## src/vic_pkg.sv

```systemverilog
// Purpose: Shared constants for the vectored interrupt controller.
// Assumes: APB with 32-bit data, one register per aligned word.
// Notes:   Offsets are byte addresses.
package vic_pkg;

  // ----------------------------------------------------------------
  // Register offsets
  // ----------------------------------------------------------------
  localparam logic [7:0] OFF_CTRL_PRI  = 8'h00;
  localparam logic [7:0] OFF_CTRL_SEC  = 8'h04;
  localparam logic [7:0] OFF_MS_LOW    = 8'h08;
  localparam logic [7:0] OFF_MS_HIGH   = 8'h0c;
  localparam logic [7:0] OFF_EDGE_SEL  = 8'h10;
  localparam logic [7:0] OFF_STATUS    = 8'h14;

  localparam logic [7:0] RST_VAL       = 8'h00;

  // ----------------------------------------------------------------
  // Field positions
  // ----------------------------------------------------------------
  // Primary control
  localparam int B_GIE   = 0;
  localparam int B_EN0   = 1;
  localparam int B_EN1   = 2;
  localparam int B_ENT0  = 3;
  localparam int B_F0    = 4;
  localparam int B_F1    = 5;
  localparam int B_FT0   = 6;
  // Secondary control
  localparam int B_ENT1  = 0;
  localparam int B_ENSI  = 1;
  localparam int B_ENMS  = 2;
  localparam int B_FT1   = 4;
  localparam int B_FSI   = 5;
  localparam int B_FMS   = 6;
  // Multi-source low
  localparam int B_ENCV  = 0;
  localparam int B_ENTB0 = 1;
  localparam int B_ENTB1 = 2;
  localparam int B_ENPP  = 3;
  localparam int B_FCV   = 4;
  localparam int B_FTB0  = 5;
  localparam int B_FTB1  = 6;
  localparam int B_FPP   = 7;
  // Multi-source high
  localparam int B_ENCM  = 0;
  localparam int B_ENNV  = 1;
  localparam int B_ENLV  = 2;
  localparam int B_FCM   = 4;
  localparam int B_FNV   = 5;
  localparam int B_FLV   = 6;
  // Edge select
  localparam int B_ES0   = 0;
  localparam int B_ES1   = 2;

  localparam logic [7:0] MASK_PRI  = 8'h7f;
  localparam logic [7:0] MASK_SEC  = 8'h77;
  localparam logic [7:0] MASK_MSL  = 8'hff;
  localparam logic [7:0] MASK_MSH  = 8'h77;
  localparam logic [7:0] MASK_EDGE = 8'h0f;

  // ----------------------------------------------------------------
  // Edge modes and vectors
  // ----------------------------------------------------------------
  localparam logic [1:0] EDGE_OFF  = 2'h0;
  localparam logic [1:0] EDGE_RISE = 2'h1;
  localparam logic [1:0] EDGE_FALL = 2'h2;
  localparam logic [1:0] EDGE_BOTH = 2'h3;

  localparam logic [7:0] VEC_EXT0  = 8'h04;
  localparam logic [7:0] VEC_EXT1  = 8'h08;
  localparam logic [7:0] VEC_TMR0  = 8'h0c;
  localparam logic [7:0] VEC_TMR1  = 8'h10;
  localparam logic [7:0] VEC_SER   = 8'h14;
  localparam logic [7:0] VEC_MULTI = 8'h18;

  localparam int NUM_SRC = 6;

  typedef enum logic [1:0] {
    VIC_IDLE = 2'b00,
    VIC_GRANT = 2'b01,
    VIC_WAIT = 2'b10
  } vic_state_t;

endpackage : vic_pkg

```

## src/vic_edge_detect.sv

```systemverilog
// Purpose: Filtered edge detector for one external request pin.
// Assumes: Pin synchronous to clock.
// Notes:   Filter needs two equal samples before a level is accepted.
`timescale 1ns/100ps
module vic_edge_detect (
  input  wire logic       clock,
  input  wire logic       rstn,
  input  wire logic       pinIn,
  input  wire logic       filterOn,
  input  wire logic [1:0] edgeSel,
  output logic            hit
);

  logic prevSample_r;
  logic level_r;
  logic levelOld_r;
  logic levelNxt;
  logic rise;
  logic fall;

  // One shared filter option for both external edge pins; off trades noise for power
  assign levelNxt = filterOn ? ((pinIn == prevSample_r) ? pinIn : level_r) : pinIn;
  assign rise     = level_r & ~levelOld_r;
  assign fall     = ~level_r & levelOld_r;

  always_ff @(posedge clock) begin
    if (!rstn) begin
      prevSample_r <= 1'b0;
      level_r      <= 1'b0;
      levelOld_r   <= 1'b0;
    end else begin
      prevSample_r <= pinIn;
      level_r      <= levelNxt;
      levelOld_r   <= level_r;
    end
  end

  // Mode decode
  assign hit = ((edgeSel == vic_pkg::EDGE_RISE) & rise) |
               ((edgeSel == vic_pkg::EDGE_FALL) & fall) |
               ((edgeSel == vic_pkg::EDGE_BOTH) & (rise | fall));

endmodule : vic_edge_detect

```

## src/vic_arbiter.sv

```systemverilog
// Purpose: Fixed-priority pick among pending enabled sources.
// Assumes: Bit 0 is the highest priority.
// Notes:   Purely combinational.
`timescale 1ns/100ps
module vic_arbiter #(
  parameter int N = 6
) (
  input  wire logic [N-1:0] req,
  output logic      [N-1:0] grant,
  output logic              any
);

  function automatic logic [N-1:0] lowestOne(input logic [N-1:0] v);
    logic [N-1:0] r;
    r = v & (~v + {{(N-1){1'b0}}, 1'b1});
    return r;
  endfunction : lowestOne

  assign grant = lowestOne(req);
  assign any   = |req;

endmodule : vic_arbiter

```

## src/vic_controller.sv

```systemverilog
// Purpose: Vectored interrupt controller with APB register access.
// Assumes: Core gives phase_two_pulse once per instruction cycle.
// Notes:   Sources deliver one-cycle event pulses.
//          A register write lands once, at the edge that ends its access.
`timescale 1ns/100ps
module vic_controller (
  input  wire logic        clock,
  input  wire logic        rstn,
  // APB
  input  wire logic        psel,
  input  wire logic        penable,
  input  wire logic        pwrite,
  input  wire logic [7:0]  paddr,
  input  wire logic [31:0] pwdata,
  output logic      [31:0] prdata,
  output logic             pready,
  output logic             pslverr,
  // Pins and options
  input  wire logic        ext_pin_zero,
  input  wire logic        ext_pin_one,
  input  wire logic        pinZeroIsInput,
  input  wire logic        pinOneIsInput,
  input  wire logic        periph_irq_pin_n,
  input  wire logic        periphPinSelect,
  input  wire logic        filterOn,
  output logic             timerInFilterOn,
  // Source events
  input  wire logic        timerZeroOvf,
  input  wire logic        timerOneOvf,
  input  wire logic        serialDone,
  input  wire logic        conversionDone,
  input  wire logic        timebaseZeroTick,
  input  wire logic        timebaseOneTick,
  input  wire logic        comparatorChange,
  input  wire logic        nvmCycleDone,
  input  wire logic        lowVoltageEvent,
  // Core sequencer
  input  wire logic        phase_two_pulse,
  input  wire logic        stackFull,
  input  wire logic        return_from_irq_instr,
  output logic             irqCall,
  output logic      [7:0]  irqVector,
  output logic             pushNextPc,
  output logic             popPc
);

  // ----------------------------------------------------------------
  // Register state
  // ----------------------------------------------------------------
  logic [7:0] ctrlPri_r;
  logic [7:0] ctrlSec_r;
  logic [7:0] msLow_r;
  logic [7:0] msHigh_r;
  logic [7:0] edgeSel_r;
  logic [7:0] ctrlPri_nxt;
  logic [7:0] ctrlSec_nxt;
  logic [7:0] msLow_nxt;
  logic [7:0] msHigh_nxt;
  logic [7:0] edgeSel_nxt;
  logic       periphSample_r;
  logic       ack_r;
  logic [5:0] ackGrant_r;
  vic_pkg::vic_state_t state_r;
  vic_pkg::vic_state_t state_nxt;

  // ----------------------------------------------------------------
  // APB decode
  // ----------------------------------------------------------------
  logic       wrEn;
  logic       rdEn;
  logic       selPri;
  logic       selSec;
  logic       selMsl;
  logic       selMsh;
  logic       selEdge;
  logic       selStat;
  logic       mapped;
  logic       accessDone;
  logic [7:0] statusByte;
  logic [7:0] rdByte;

  // Land writes once, where pready is seen; a second landing could wipe a fresh flag
  assign accessDone = psel & penable & pready;
  assign wrEn    = accessDone & pwrite;
  assign rdEn    = psel & penable & ~pwrite;
  assign selPri  = (paddr == vic_pkg::OFF_CTRL_PRI);
  assign selSec  = (paddr == vic_pkg::OFF_CTRL_SEC);
  assign selMsl  = (paddr == vic_pkg::OFF_MS_LOW);
  assign selMsh  = (paddr == vic_pkg::OFF_MS_HIGH);
  assign selEdge = (paddr == vic_pkg::OFF_EDGE_SEL);
  assign selStat = (paddr == vic_pkg::OFF_STATUS);
  assign mapped  = selPri | selSec | selMsl | selMsh | selEdge | selStat;

  // Status lets software see a call held back by a full stack
  assign statusByte = {5'h00, stackFull, state_r};

  // Masks keep unimplemented bits at zero on read
  assign rdByte = selPri  ? (ctrlPri_r & vic_pkg::MASK_PRI) :
                  selSec  ? (ctrlSec_r & vic_pkg::MASK_SEC) :
                  selMsl  ? (msLow_r & vic_pkg::MASK_MSL) :
                  selMsh  ? (msHigh_r & vic_pkg::MASK_MSH) :
                  selEdge ? (edgeSel_r & vic_pkg::MASK_EDGE) :
                  selStat ? statusByte : 8'h00;

  // ----------------------------------------------------------------
  // Source event detection
  // ----------------------------------------------------------------
  logic hit0;
  logic hit1;
  logic pinZeroLive;
  logic pinOneLive;
  logic periphFall;

  // Pin is gated off unless enabled and set as an input
  assign pinZeroLive = ext_pin_zero & ctrlPri_r[vic_pkg::B_EN0] & pinZeroIsInput;
  assign pinOneLive  = ext_pin_one & ctrlPri_r[vic_pkg::B_EN1] & pinOneIsInput;

  vic_edge_detect u_edge0 (
    .clock    (clock),
    .rstn     (rstn),
    .pinIn    (pinZeroLive),
    .filterOn (filterOn),
    .edgeSel  (edgeSel_r[vic_pkg::B_ES0 +: 2]),
    .hit      (hit0)
  );

  vic_edge_detect u_edge1 (
    .clock    (clock),
    .rstn     (rstn),
    .pinIn    (pinOneLive),
    .filterOn (filterOn),
    .edgeSel  (edgeSel_r[vic_pkg::B_ES1 +: 2]),
    .hit      (hit1)
  );

  assign periphFall = periphPinSelect & periphSample_r & ~periph_irq_pin_n;

  // ----------------------------------------------------------------
  // Arbitration
  // ----------------------------------------------------------------
  logic [5:0] pending;
  logic [5:0] grant;
  logic       anyPending;
  logic       sampleNow;
  logic [7:0] vecSel;

  assign pending[0] = ctrlPri_r[vic_pkg::B_F0] & ctrlPri_r[vic_pkg::B_EN0];
  assign pending[1] = ctrlPri_r[vic_pkg::B_F1] & ctrlPri_r[vic_pkg::B_EN1];
  assign pending[2] = ctrlPri_r[vic_pkg::B_FT0] & ctrlPri_r[vic_pkg::B_ENT0];
  assign pending[3] = ctrlSec_r[vic_pkg::B_FT1] & ctrlSec_r[vic_pkg::B_ENT1];
  assign pending[4] = ctrlSec_r[vic_pkg::B_FSI] & ctrlSec_r[vic_pkg::B_ENSI];
  assign pending[5] = ctrlSec_r[vic_pkg::B_FMS] & ctrlSec_r[vic_pkg::B_ENMS];

  vic_arbiter #(
    .N (vic_pkg::NUM_SRC)
  ) u_arb (
    .req   (pending),
    .grant (grant),
    .any   (anyPending)
  );

  // Sample only at phase two; a full stack defers the grant
  assign sampleNow = (state_r == vic_pkg::VIC_IDLE) & phase_two_pulse &
                     ctrlPri_r[vic_pkg::B_GIE] & ~stackFull & anyPending;

  assign vecSel = grant[0] ? vic_pkg::VEC_EXT0 :
                  grant[1] ? vic_pkg::VEC_EXT1 :
                  grant[2] ? vic_pkg::VEC_TMR0 :
                  grant[3] ? vic_pkg::VEC_TMR1 :
                  grant[4] ? vic_pkg::VEC_SER : vic_pkg::VEC_MULTI;

  always_comb begin
    state_nxt = state_r;
    case (state_r)
      vic_pkg::VIC_IDLE:  if (sampleNow) state_nxt = vic_pkg::VIC_GRANT;
      vic_pkg::VIC_GRANT: state_nxt = vic_pkg::VIC_WAIT;
      vic_pkg::VIC_WAIT:  if (phase_two_pulse) state_nxt = vic_pkg::VIC_IDLE;
      default:            state_nxt = vic_pkg::VIC_IDLE;
    endcase
  end

  // ----------------------------------------------------------------
  // Flag and control next values; hardware set wins over any clear
  // ----------------------------------------------------------------
  logic [7:0] setPri;
  logic [7:0] setSec;
  logic [7:0] setMsl;
  logic [7:0] setMsh;
  logic [7:0] clrPri;
  logic [7:0] clrSec;
  logic       msEvent;

  // Flags record even with global enable clear
  assign setPri = ({7'h00, 1'b0} |
                   ({7'h00, hit0} << vic_pkg::B_F0) |
                   ({7'h00, hit1} << vic_pkg::B_F1) |
                   ({7'h00, timerZeroOvf} << vic_pkg::B_FT0));
  assign setMsl = ({7'h00, conversionDone} << vic_pkg::B_FCV) |
                  ({7'h00, timebaseZeroTick} << vic_pkg::B_FTB0) |
                  ({7'h00, timebaseOneTick} << vic_pkg::B_FTB1) |
                  ({7'h00, periphFall} << vic_pkg::B_FPP);
  assign setMsh = ({7'h00, comparatorChange} << vic_pkg::B_FCM) |
                  ({7'h00, nvmCycleDone} << vic_pkg::B_FNV) |
                  ({7'h00, lowVoltageEvent} << vic_pkg::B_FLV);
  // Only enabled members raise the shared flag
  assign msEvent = |(setMsl[7:4] & {msLow_r[vic_pkg::B_ENPP], msLow_r[vic_pkg::B_ENTB1],
                                     msLow_r[vic_pkg::B_ENTB0], msLow_r[vic_pkg::B_ENCV]})
                 | |(setMsh[6:4] & msHigh_r[2:0]);
  assign setSec = ({7'h00, timerOneOvf} << vic_pkg::B_FT1) |
                  ({7'h00, serialDone} << vic_pkg::B_FSI) |
                  ({7'h00, msEvent} << vic_pkg::B_FMS);

  // Service clears granted flag and global enable; multi leaves members
  assign clrPri = ack_r ? (({7'h00, 1'b1} << vic_pkg::B_GIE) |
                           ({7'h00, ackGrant_r[0]} << vic_pkg::B_F0) |
                           ({7'h00, ackGrant_r[1]} << vic_pkg::B_F1) |
                           ({7'h00, ackGrant_r[2]} << vic_pkg::B_FT0)) : 8'h00;
  assign clrSec = ack_r ? (({7'h00, ackGrant_r[3]} << vic_pkg::B_FT1) |
                           ({7'h00, ackGrant_r[4]} << vic_pkg::B_FSI) |
                           ({7'h00, ackGrant_r[5]} << vic_pkg::B_FMS)) : 8'h00;

  function automatic logic [7:0] regNext(input logic [7:0] cur, input logic wr,
                                         input logic [7:0] wdata, input logic [7:0] clr,
                                         input logic [7:0] set, input logic [7:0] mask);
    logic [7:0] v;
    v = wr ? wdata : (cur & ~clr);
    return (v | set) & mask;
  endfunction : regNext

  assign ctrlPri_nxt = regNext(ctrlPri_r, wrEn & selPri, pwdata[7:0], clrPri, setPri,
                               vic_pkg::MASK_PRI);
  assign ctrlSec_nxt = regNext(ctrlSec_r, wrEn & selSec, pwdata[7:0], clrSec, setSec,
                               vic_pkg::MASK_SEC);
  // Member flags never cleared by hardware
  assign msLow_nxt   = regNext(msLow_r, wrEn & selMsl, pwdata[7:0], 8'h00, setMsl,
                               vic_pkg::MASK_MSL);
  assign msHigh_nxt  = regNext(msHigh_r, wrEn & selMsh, pwdata[7:0], 8'h00, setMsh,
                               vic_pkg::MASK_MSH);
  assign edgeSel_nxt = regNext(edgeSel_r, wrEn & selEdge, pwdata[7:0], 8'h00, 8'h00,
                               vic_pkg::MASK_EDGE);

  // ----------------------------------------------------------------
  // Sequential state
  // ----------------------------------------------------------------
  always_ff @(posedge clock) begin
    if (!rstn) begin
      ctrlPri_r <= vic_pkg::RST_VAL;
      ctrlSec_r <= vic_pkg::RST_VAL;
      msLow_r   <= vic_pkg::RST_VAL;
      msHigh_r  <= vic_pkg::RST_VAL;
      edgeSel_r <= vic_pkg::RST_VAL;
    end else begin
      ctrlPri_r <= ctrlPri_nxt;
      ctrlSec_r <= ctrlSec_nxt;
      msLow_r   <= msLow_nxt;
      msHigh_r  <= msHigh_nxt;
      edgeSel_r <= edgeSel_nxt;
    end
  end

  always_ff @(posedge clock) begin
    if (!rstn) begin
      state_r        <= vic_pkg::VIC_IDLE;
      ack_r          <= 1'b0;
      ackGrant_r     <= 6'h00;
      periphSample_r <= 1'b1;
    end else begin
      state_r        <= state_nxt;
      ack_r          <= sampleNow;
      ackGrant_r     <= sampleNow ? grant : 6'h00;
      periphSample_r <= periph_irq_pin_n;
    end
  end

  // ----------------------------------------------------------------
  // Registered outputs
  // ----------------------------------------------------------------
  logic [7:0]  irqVector_nxt;
  logic [31:0] prdata_nxt;
  logic        pready_nxt;
  logic        pslverr_nxt;

  // Vector holds between calls so the core may fetch it late
  assign irqVector_nxt = sampleNow ? vecSel : irqVector;
  // One wait state; data and error stand only while pready is high
  assign pready_nxt    = psel & penable & ~pready;
  assign prdata_nxt    = (rdEn & ~pready) ? {24'h00_0000, rdByte} : 32'h0000_0000;
  assign pslverr_nxt   = pready_nxt & ~mapped;

  always_ff @(posedge clock) begin
    if (!rstn) begin
      irqCall         <= 1'b0;
      irqVector       <= 8'h00;
      pushNextPc      <= 1'b0;
      popPc           <= 1'b0;
      timerInFilterOn <= 1'b0;
    end else begin
      irqCall         <= sampleNow;
      irqVector       <= irqVector_nxt;
      pushNextPc      <= sampleNow;
      popPc           <= return_from_irq_instr;
      timerInFilterOn <= filterOn;
    end
  end

  // ----------------------------------------------------------------
  // APB response
  // ----------------------------------------------------------------
  always_ff @(posedge clock) begin
    if (!rstn) begin
      prdata  <= 32'h0000_0000;
      pready  <= 1'b0;
      pslverr <= 1'b0;
    end else begin
      prdata  <= prdata_nxt;
      pready  <= pready_nxt;
      pslverr <= pslverr_nxt;
    end
  end

endmodule : vic_controller

```

## config.mk

```make
export PLATFORM = sky130hd
export DESIGN_NAME = vic_controller
export DESIGN_NICKNAME = d
export VERILOG_FILES = /design/src/vic_pkg.sv /design/src/vic_edge_detect.sv /design/src/vic_arbiter.sv /design/src/vic_controller.sv
export SDC_FILE = /design/constraint.sdc
export NUM_CORES = 1
export LEC_CHECK = 0
export BUFFER_PORTS_ARGS = -buffer_cell sky130_fd_sc_hd__buf_2
export CORE_MARGIN = 1.5
export CORE_UTILIZATION = 48
export CTS_CLUSTER_SIZE = 10
export DETAILED_ROUTE_END_ITERATION = 7
export PLACE_DENSITY_LB_ADDON = 0.25
export SYNTH_ARGS = -nofsm -noshare
export SYNTH_HDL_FRONTEND = slang
export SYNTH_SLANG_ARGS = --single-unit
```

## constraint.sdc

```tcl
create_clock -name clock -period 4.16 [get_ports clock]
set_input_delay 0.416 -clock clock [delete_from_list [all_inputs] [get_ports clock]]
set_output_delay 0.416 -clock clock [all_outputs]
set_load 0.01 [all_outputs]
```

# Word level (Yosys, flattened, before mapping)

Index checks and enable logic that the tools add are counted.

Input bits: 64
Memory bits (writable): 0
Memories kept: 0
Word-level logic and storage cells: 162
Register bits: 91
Output and inout port bits: 46
Bits in latches: 0
Memory bits (read-only): 0

Multipliers: 0
Mux-type cells: 24
Divide/modulo/power cells: 0
Shifts and indexed selects: 0
Bitwise gates (word level): 86
$add $sub $neg: 1
Equality and inequality tests: 19
Magnitude comparators: 0
Reduce and logical (&&, ||, !) cells: 9

Operators with widths:

| operator                                                         | number |
|---|---|
| 7-bit two-way mux                                                | 6 |
| 6-bit by 7-bit OR with 7-bit output                              | 6 |
| 1-bit AND                                                        | 38 |
| 5-bit by 6-bit OR with 6-bit output                              | 6 |
| 8-bit two-way mux                                                | 4 |
| 7-bit OR                                                         | 3 |
| 8-bit by 4-bit == test with 1-bit output (second input constant) | 2 |
| 8-bit by 5-bit == test with 1-bit output (second input constant) | 2 |
| 5-bit two-way mux                                                | 3 |
| 7-bit AND                                                        | 2 |
| 7-bit NOT                                                        | 2 |
| 4-bit two-way mux                                                | 3 |
| 1-bit OR                                                         | 12 |
| 1-bit NOT                                                        | 11 |
| 2-bit == test (second input constant)                            | 5 |
| 8-bit by 3-bit == test with 1-bit output (second input constant) | 1 |
| 8-bit zero test                                                  | 1 |
| 7-bit by 8-bit OR with 8-bit output                              | 1 |
| 8-bit OR                                                         | 1 |
| 4-bit OR reduction                                               | 2 |
| 6-bit by 1-bit adder with 6-bit output (second input constant)   | 1 |
| 6-bit AND                                                        | 1 |
| 2-bit by 1-bit == test with 1-bit output (second input constant) | 3 |
| 6-bit NOT                                                        | 1 |
| other kinds (13)                                                 | 22 |

# Depth between registers and ports, before layout

Gate-level depths: netlist (run 1).

Depth in word-level cells: 9
Depth in mapped cells: 6
Depth with buffers taken out: 6

# Modules after synthesis

A second synthesis (run 1) with hierarchy kept.

Cells, all modules: 325
Area, all modules: 3150.5 µm²

By module, submodules not included:

| module          | sequential area each (µm²) | cells an instance | area each (µm²) | times used |
|---|---|---|---|---|
| vic_controller  | 1121.1                     | 284               | 2772.7          | 1 |
| vic_edge_detect | 60.1                       | 16                | 157.7           | 2 |
| vic_arbiter     | 0.0                        | 9                 | 62.6            | 1 |

# Least setup slack after synthesis (run 1)

Ideal clock, no wire load.

Path type: input-to-reg
Start: input paddr[5]
End: register msHigh_r[6]
Arrival: 1783 ps
Library setup time: 132 ps
Data required time: 4028 ps
Setup slack: 2245 ps
Buffers on the path: 1
Cell stages on the path: 5
Path through: or4_4 or4_4 buf_6 mux2i_1 a21oi_1

Cells in the longest elaborated chain, start to end: 4

Ends and longest elaborated chain:

| element                                  | RTL line              | RTL |
|---|---|---|
| start: declaration                       | vic_controller.sv:13  | `input wire logic [7:0] paddr,` |
| 8-bit by 4-bit == test with 1-bit output | vic_controller.sv:89  | `assign selMsh = (paddr == vic_pkg::OFF_MS_HIGH);` |
| 1-bit AND                                | vic_controller.sv:237 | `assign msHigh_nxt = regNext(msHigh_r, wrEn & selMsh, pwdata[7:0], 8'h00, setMsh,` |
| 7-bit two-way mux                        | vic_controller.sv:226 | `v = wr ? wdata : (cur & ~clr);` |
| 7-bit OR                                 | vic_controller.sv:227 | `return (v \| set) & mask;` |
| end signal: assignment                   | vic_controller.sv:250 | `msHigh_r <= vic_pkg::RST_VAL;` |
| end signal: assignment                   | vic_controller.sv:256 | `msHigh_r <= msHigh_nxt;` |
| end: declaration                         | vic_controller.sv:53  | `logic [7:0] msHigh_r;` |

Every way passes these cells.
A chain may end at the register's enable or synchronous reset.

# Worst setup path after layout (run 1)

Start: input paddr[4]
End: register msLow_r[7]

Cells in the longest elaborated chain, start to end: 4

Ends and longest elaborated chain:

| element                                  | RTL line              | RTL |
|---|---|---|
| 8-bit by 4-bit == test with 1-bit output | vic_controller.sv:88  | `assign selMsl = (paddr == vic_pkg::OFF_MS_LOW);` |
| 1-bit AND                                | vic_controller.sv:235 | `assign msLow_nxt = regNext(msLow_r, wrEn & selMsl, pwdata[7:0], 8'h00, setMsl,` |
| 8-bit two-way mux                        | vic_controller.sv:226 |  |
| 8-bit OR                                 | vic_controller.sv:227 |  |
| end signal: assignment                   | vic_controller.sv:249 | `msLow_r <= vic_pkg::RST_VAL;` |
| end signal: assignment                   | vic_controller.sv:255 | `msLow_r <= msLow_nxt;` |
| end: declaration                         | vic_controller.sv:52  | `logic [7:0] msLow_r;` |

Every way passes these cells.

==> qor.txt, run 1 <==
status: finished, final reports clean
worst-path cell chain: buf_2 > nor4_2 > nand4_2 > mux2_1 > o21a_1
CTS Buf Count: 9
post-synth top area share: 0.4175
most common cell in the netlist: dfxtp_1
GP Congestion: 0.8343
total power: 1.285 mW
clock-pin slew on the worst setup and hold paths: 0.06 ns
Max Fclk: 513.4 MHz
die height: 81.70 um
area delta synth->final: 14.23%
CP Capture Type: flip-flop
GR Overflow Total: 0
post-synthesis sequential area ratio: 0.4175
# DRC: 0
initial DRC count: 193
synth cell count leaders: dfxtp_1, nand2_1, nor2_1
CTS sink count: 62
CP startpoint: paddr[4]
CP max FO: 16
Cells after Synth: 344
post_cts resized: 0
Initial Utilization: 0.4992
DIE AREA: 0.006675 mm^2
VDD IR-drop max: 0.2305 mV
fraction of registers with async set/reset: 0
area of the core: 0.005956 mm^2
Max-Cap Viols: 0
Min Clock Period, post-route: 1.948 ns
GRT Util Overall: 0.2243
worst hold start: periph_irq_pin_n
CTS Buffer Depth: 2
Post-CTS Setup Bufs: 0
post-route ant nets: 0
most crowded layer after global routing: met2
reg-to-reg startpoint: pready
number of detailed-route iterations in the first pass: 4
largest net degree at the start of global routing: 36
Fillers: 574
CP required: 4.39 ns
vias per cell: 5.328
DR vias: 2536
Worst Hold Class: in2reg
relative slew slack: 0.5301
initial antenna violation count: 0
Post-synth EDFFs: 0
WP data arrival: 2.18 ns
multi-input logic area: 0.001491 mm^2
RSZ-0062 raised after global routing: false
vias in the first global route: 2333
Final nets: 465
met2 GRT Util: 0.3752
num rows: 28
actual transition at the worst max-transition pin: 0.7007 ns
largest stage delay on the critical path: 0.53 ns
final wirelength: 7.119 mm
Detailed Place HPWL: 5.304 mm
critical path type: in2reg
layout cells sized above 1: 0.1995
Yosys reg bits: 62
YS warnings: 0
CTS Root Cell: clkbuf_8
syn avg cell area: 8.642 um^2
number of max-slew violations in the final report: 0
Antenna Cells: 0
Area contributors post-synth: dfxtp_1, mux2i_1, buf_4
count of final hold-check violations: 0
Worst path slowest cell: nor4_2
clock latency on the worst-skew pair: 0.34 ns
cell area after synthesis: 0.002973 mm^2
H-Tree Depth: 3
I/O pin count: 110
first-pass GRT wire length: 11.05 mm
M1 GR Usage: 0.2767
die width: 81.70 um
Clock Skew: 0.006041 ns
Top FF cell, synth: dfxtp_1
top cell type by total area after synthesis: dfxtp_1
power per cell area: 378.5 mW/mm^2
Pleak: 1.575 nW
grt met3 use: 0.04667
wire per inst: 14.96 um
PortBufs: 56
CTS tree: done
startpoint types: input port
setup tns final: 0 ns
library cells used by synthesis: 48
total area of sequential cells: 0.001241 mm^2
fin crit share: 0.4682
hold_buf cts: 0
setup violators final: 0
## metrics by stage
step	util	hold slack [ns]	setup slack, ns	instance area [um^2]	std cells
6_report	0.5702	0.2814	2.212	3396	476
5_1_grt	0.5702	0.2915	2.077	3396	476
4_1_cts	0.5702	0.2715	2.225	3396	476
3_5_place_dp	0.5330	0.4491	1.874	3174	461
3_3_place_gp	0.5330	0.4428	1.894	3174	461
2_1_floorplan	-	0.4421	2.245	3078	372
## where the power goes
part	switching, mW	internal, mW
registers	0.00533	0.603
clock network	0.223	0.364
logic	0.0583	0.0312
total	0.287	0.999
## sequential cells by signal, indices dropped and copies added (netlist names), 2 cells and up
register	flops
msLow_r	8
ctrlSec_r	6
edgeSel_r	4
msHigh_r	6
state_r	2
prdata	8
ackGrant_r	6
ctrlPri_r	7
irqVector	3
## path summary, 6_finish.rpt
kind	slack, ns	to	depth (start not counted)
worst max-delay path	2.21	msLow_r[7]	5
worst min-delay path	0.28	periphSample_r	2
worst max register to register	2.40	ctrlSec_r[2]	4
worst min register to register	0.46	irqVector[4]	2
## layer usage
layer  share of wire  wire length (um)
met1            0.42              2981
met2            0.49              3479
met3           0.075               533
met4           0.018               125
met5               0                 0
## final cells by class
cell class	instances	share of cell area
clock buffers	11	0.04458
clock inverters	4	0.02063
inverters	18	0.01990
multi-input cells	250	0.4392
repair buffers	56	0.08253
flip-flops and latches	62	0.3655
well taps	75	0.02763
## worst max-delay path, delay by kind of cell
family                 cells  cell delay [ns]
and+or+nand+nor            2             0.96
buffers and inverters      1             0.20
muxes                      1             0.43
AOI/OAI and AO/OA          1             0.16
## logic make-up (layout without fill, tap and decap cells)
group | count (synthesis) | after routing | synth area share
fa+ha+maj | 4 | 4 | 0.01684
compound gates | 60 | 60 | 0.1267
buf+inv | 60 | 89 | 0.1162
mux | 28 | 28 | 0.09470
simple gates | 129 | 129 | 0.2269
flops | 62 | 62 | 0.4175
other cells | 1 | 29 | 0.001261
## cells in the final DEF, fill, tap and decap left out, types with 4 or more instances in the layout
cell type	n
dfxtp_1	62
buf_2	56
nand2_1	41
nor2_1	36
conb_1	29
mux2i_1	27
a21oi_1	26
inv_1	17
clkbuf_8	11
nand3_1	10
nor3_1	8
o21ai_0	6
a31oi_1	6
nand3b_1	5
and4_1	4
o22ai_1	4
ha_1	4
Note: power is estimated with default switching activity, not from simulation.
==> run 2: changes to the inputs <==
--- a/config.mk
+++ b/config.mk
@@ -7,7 +7,7 @@
 export LEC_CHECK = 0
 export BUFFER_PORTS_ARGS = -buffer_cell sky130_fd_sc_hd__buf_2
 export CORE_MARGIN = 1.5
-export CORE_UTILIZATION = 48
+export CORE_UTILIZATION = 44
 export CTS_CLUSTER_SIZE = 10
 export DETAILED_ROUTE_END_ITERATION = 7
 export PLACE_DENSITY_LB_ADDON = 0.25
==> constraint.sdc (replaced) <==
create_clock -name clock -period 1.7 [get_ports clock]
set_input_delay 0.17 -clock clock [delete_from_list [all_inputs] [get_ports clock]]
set_output_delay 0.17 -clock clock [all_outputs]
set_load 0.01 [all_outputs]
==> run 2 against run 1 <==
  * Sequential share of layout area shrank 1.3 points
  * The run now ends with design-rule violations left
  * Design area grew 3.8%
  * Critical path depth grew 1
  * Count of clock-buffer cells in the layout grew 1
  * Largest cell class unchanged
  * Routed wire length grew 4.6%
  * Clock skew grew 0.0011 ns
  * Register-to-register slack lost 2.2 ns
  * Via count grew 5.6%
  * Sequential power grew 150%
  * Combinational power grew to 2.7 times the previous value
==> qor.txt, run 2 (synthesized netlist as in run 1, its figures left out) <==
fin crit share: 0.8977
reg-to-reg startpoint: pready (unchanged)
most frequent cells in the layout: dfxtp_1, buf_2, nand2_1, nor2_1, conb_1 (unchanged)
final hold slack: 0.03274 ns (was 0.2814 ns)
post-route ant nets: 0 (unchanged)
power per cell area: 810.2 mW/mm^2 (was 378.5 mW/mm^2)
Min Clock Period, post-route: 1.526 ns
area of the core: 0.006422 mm^2 (was 0.005956 mm^2)
DR vias: 2679 (was 2536)
die width: 85.20 um (was 81.70 um)
Initial Utilization: 0.4629 (was 0.4992)
largest net degree at the start of global routing: 35 (was 36)
initial antenna violation count: 0 (unchanged)
die height: 85.20 um (was 81.70 um)
CTS Buffer Depth: 2 (unchanged)
final worst setup slack: 0.1739 ns (was 2.212 ns)
GR Overflow Total: 0 (unchanged)
GP Congestion: 0.8417 (was 0.8343)
wire per inst: 14.80 um (was 14.96 um)
DIE AREA: 0.007258 mm^2 (was 0.006675 mm^2)
initial DRC count: 167 (was 193)
clock-pin slew on the worst setup and hold paths: 0.07 ns (was 0.06 ns)
Largest regs: msLow_r (8), prdata (8), ctrlPri_r (7) (unchanged)
Max-Cap Viols: 0 (unchanged)
R2R setup slack: 0.17 ns (was 2.40 ns)
CTS tree: done (unchanged)
placed inst area: 0.003349 mm^2 (was 0.003174 mm^2)
failing checks: design-rule violations
Worst Hold Class: in2reg (unchanged)
Antenna Cells: 0 (unchanged)
setup tns final: 0 ns (unchanged)
CP max FO: 9 (was 16)
CP startpoint: pready (was paddr[4])
Setup WS pre-CTS: -0.1153 ns (was 1.874 ns)
count of final hold-check violations: 0 (unchanged)
Final nets: 489 (was 465)
number of detailed-route iterations in the first pass: 8 (was 4)
CTS sink count: 62 (unchanged)
startpoint types: flip-flop (was input port)
Worst Hold Depth: 2 (unchanged)
Max Fclk: 655.3 MHz
area delta synth->final: 18.56% (was 14.23%)
GRT Util Overall: 0.2146 (was 0.2243)
Pleak: 1.664 nW (was 1.575 nW)
Final Util: 0.5488 (was 0.5702)
first-pass GRT wire length: 11.79 mm (was 11.05 mm)
post_cts resized: 0 (unchanged)
number of max-slew violations in the final report: 0 (unchanged)
PortBufs: 56 (unchanged)
CP required: 1.92 ns (was 4.39 ns)
worst hold start: periph_irq_pin_n (unchanged)
setup violators final: 0 (unchanged)
R2R cell count: 6 (was 4)
VDD IR-drop max: 0.3864 mV (was 0.2305 mV)
clock latency on the worst-skew pair: 0.34 ns (about the same)
worst hold endpoint: periphSample_r (unchanged)
critical path type: reg2reg (was in2reg)
RR Endpoint: ctrlSec_r[1] (was ctrlSec_r[2])
vias per cell: 5.326 (was 5.328)
WP data arrival: 1.75 ns (was 2.18 ns)
Clock Skew: 0.007128 ns (was 0.006041 ns)
layout cells sized above 1: 0.2418 (was 0.1995)
# DRC: 10 (was 0)
H-Tree Depth: 3 (unchanged)
most common cell after layout, fill and taps aside: dfxtp_1 (unchanged)
CP Capture Type: flip-flop (unchanged)
vias in the first global route: 2394 (was 2333)
Detailed Place HPWL: 5.624 mm (was 5.304 mm)
final wirelength: 7.444 mm (was 7.119 mm)
status: complete, but fails checks (was finished, final reports clean)
I/O pin count: 110 (unchanged)
RSZ-0062 raised after global routing: false (unchanged)
hold_buf cts: 0 (unchanged)
CTS Buf Count: 9 (unchanged)
CTS Root Cell: clkbuf_8 (unchanged)
Final Cell Area: 0.003525 mm^2 (was 0.003396 mm^2)
num rows: 29 (was 28)
[run 2: cell count changes in the layout (fill, tap and decap cells not counted)]
cell / change
clkbuf_1: +2
bufinv_16: -2
clkbuf_8: -1
clkinv_2: +1
buf_4: +24
clkinvlp_4: +1
[run 2: layout make-up]
class | count | area [um^2]
Inverter | 18 | 67.56
Tap cell | 77 | 96.34
Timing Repair Buffer | 80 | 460.4
Sequential cell | 62 | 1241
Clock inverter | 4 | 22.52
Clock buffer | 12 | 145.1
Fill cell | 618 | 2898
Multi-Input combinational cell | 250 | 1491
[run 2: metal layers]
layer  track usage  vias up  part of all wire
met4       0.08644        0             0.018
li1              -     1294                 -
met3       0.05058       11             0.069
met5             0        -                 0
met2        0.3333      105              0.45
met1        0.2882     1269              0.46
[run 2: how the worst max path moves through the flow]
stage | end | slack (ns) | depth (start not counted)
after CTS | ctrlSec_r[1] | 0.15 | 6
after global placement | msHigh_r[6] | -0.09 | 5
after global routing | ctrlSec_r[5] | 0.06 | 6
after detailed placement | msHigh_r[5] | -0.12 | 5
final | ctrlSec_r[1] | 0.17 | 6
after floorplan | msHigh_r[6] | 0.03 | 5
[run 2: report_power, final]
part	switching [mW]	internal, mW
Sequential	0.0138	1.47
Combinational	0.148	0.0908
Clock	0.566	0.562
[run 2: critical path, cell delays in order (launching register included)]
cell     delay (ns)
dfxtp_1        0.35
nand4_1        0.15
buf_4          0.20
nor4_4         0.23
buf_4          0.22
mux2i_1        0.21
nor2_1         0.06
[run 2: timing repair]
item | in CTS | in global routing
setup buffers | 1 | 0
endpoints found under the hold margin | 0 | 0
endpoints found under the setup margin | 3 | 0
[run 2: per-stage QoR]
stage          std cells  power (mW)
2_1_floorplan        372       1.694
3_3_place_gp         486       1.754
3_5_place_dp         486       1.757
4_1_cts              503       2.885
5_1_grt              503       2.979
6_report             503       2.856
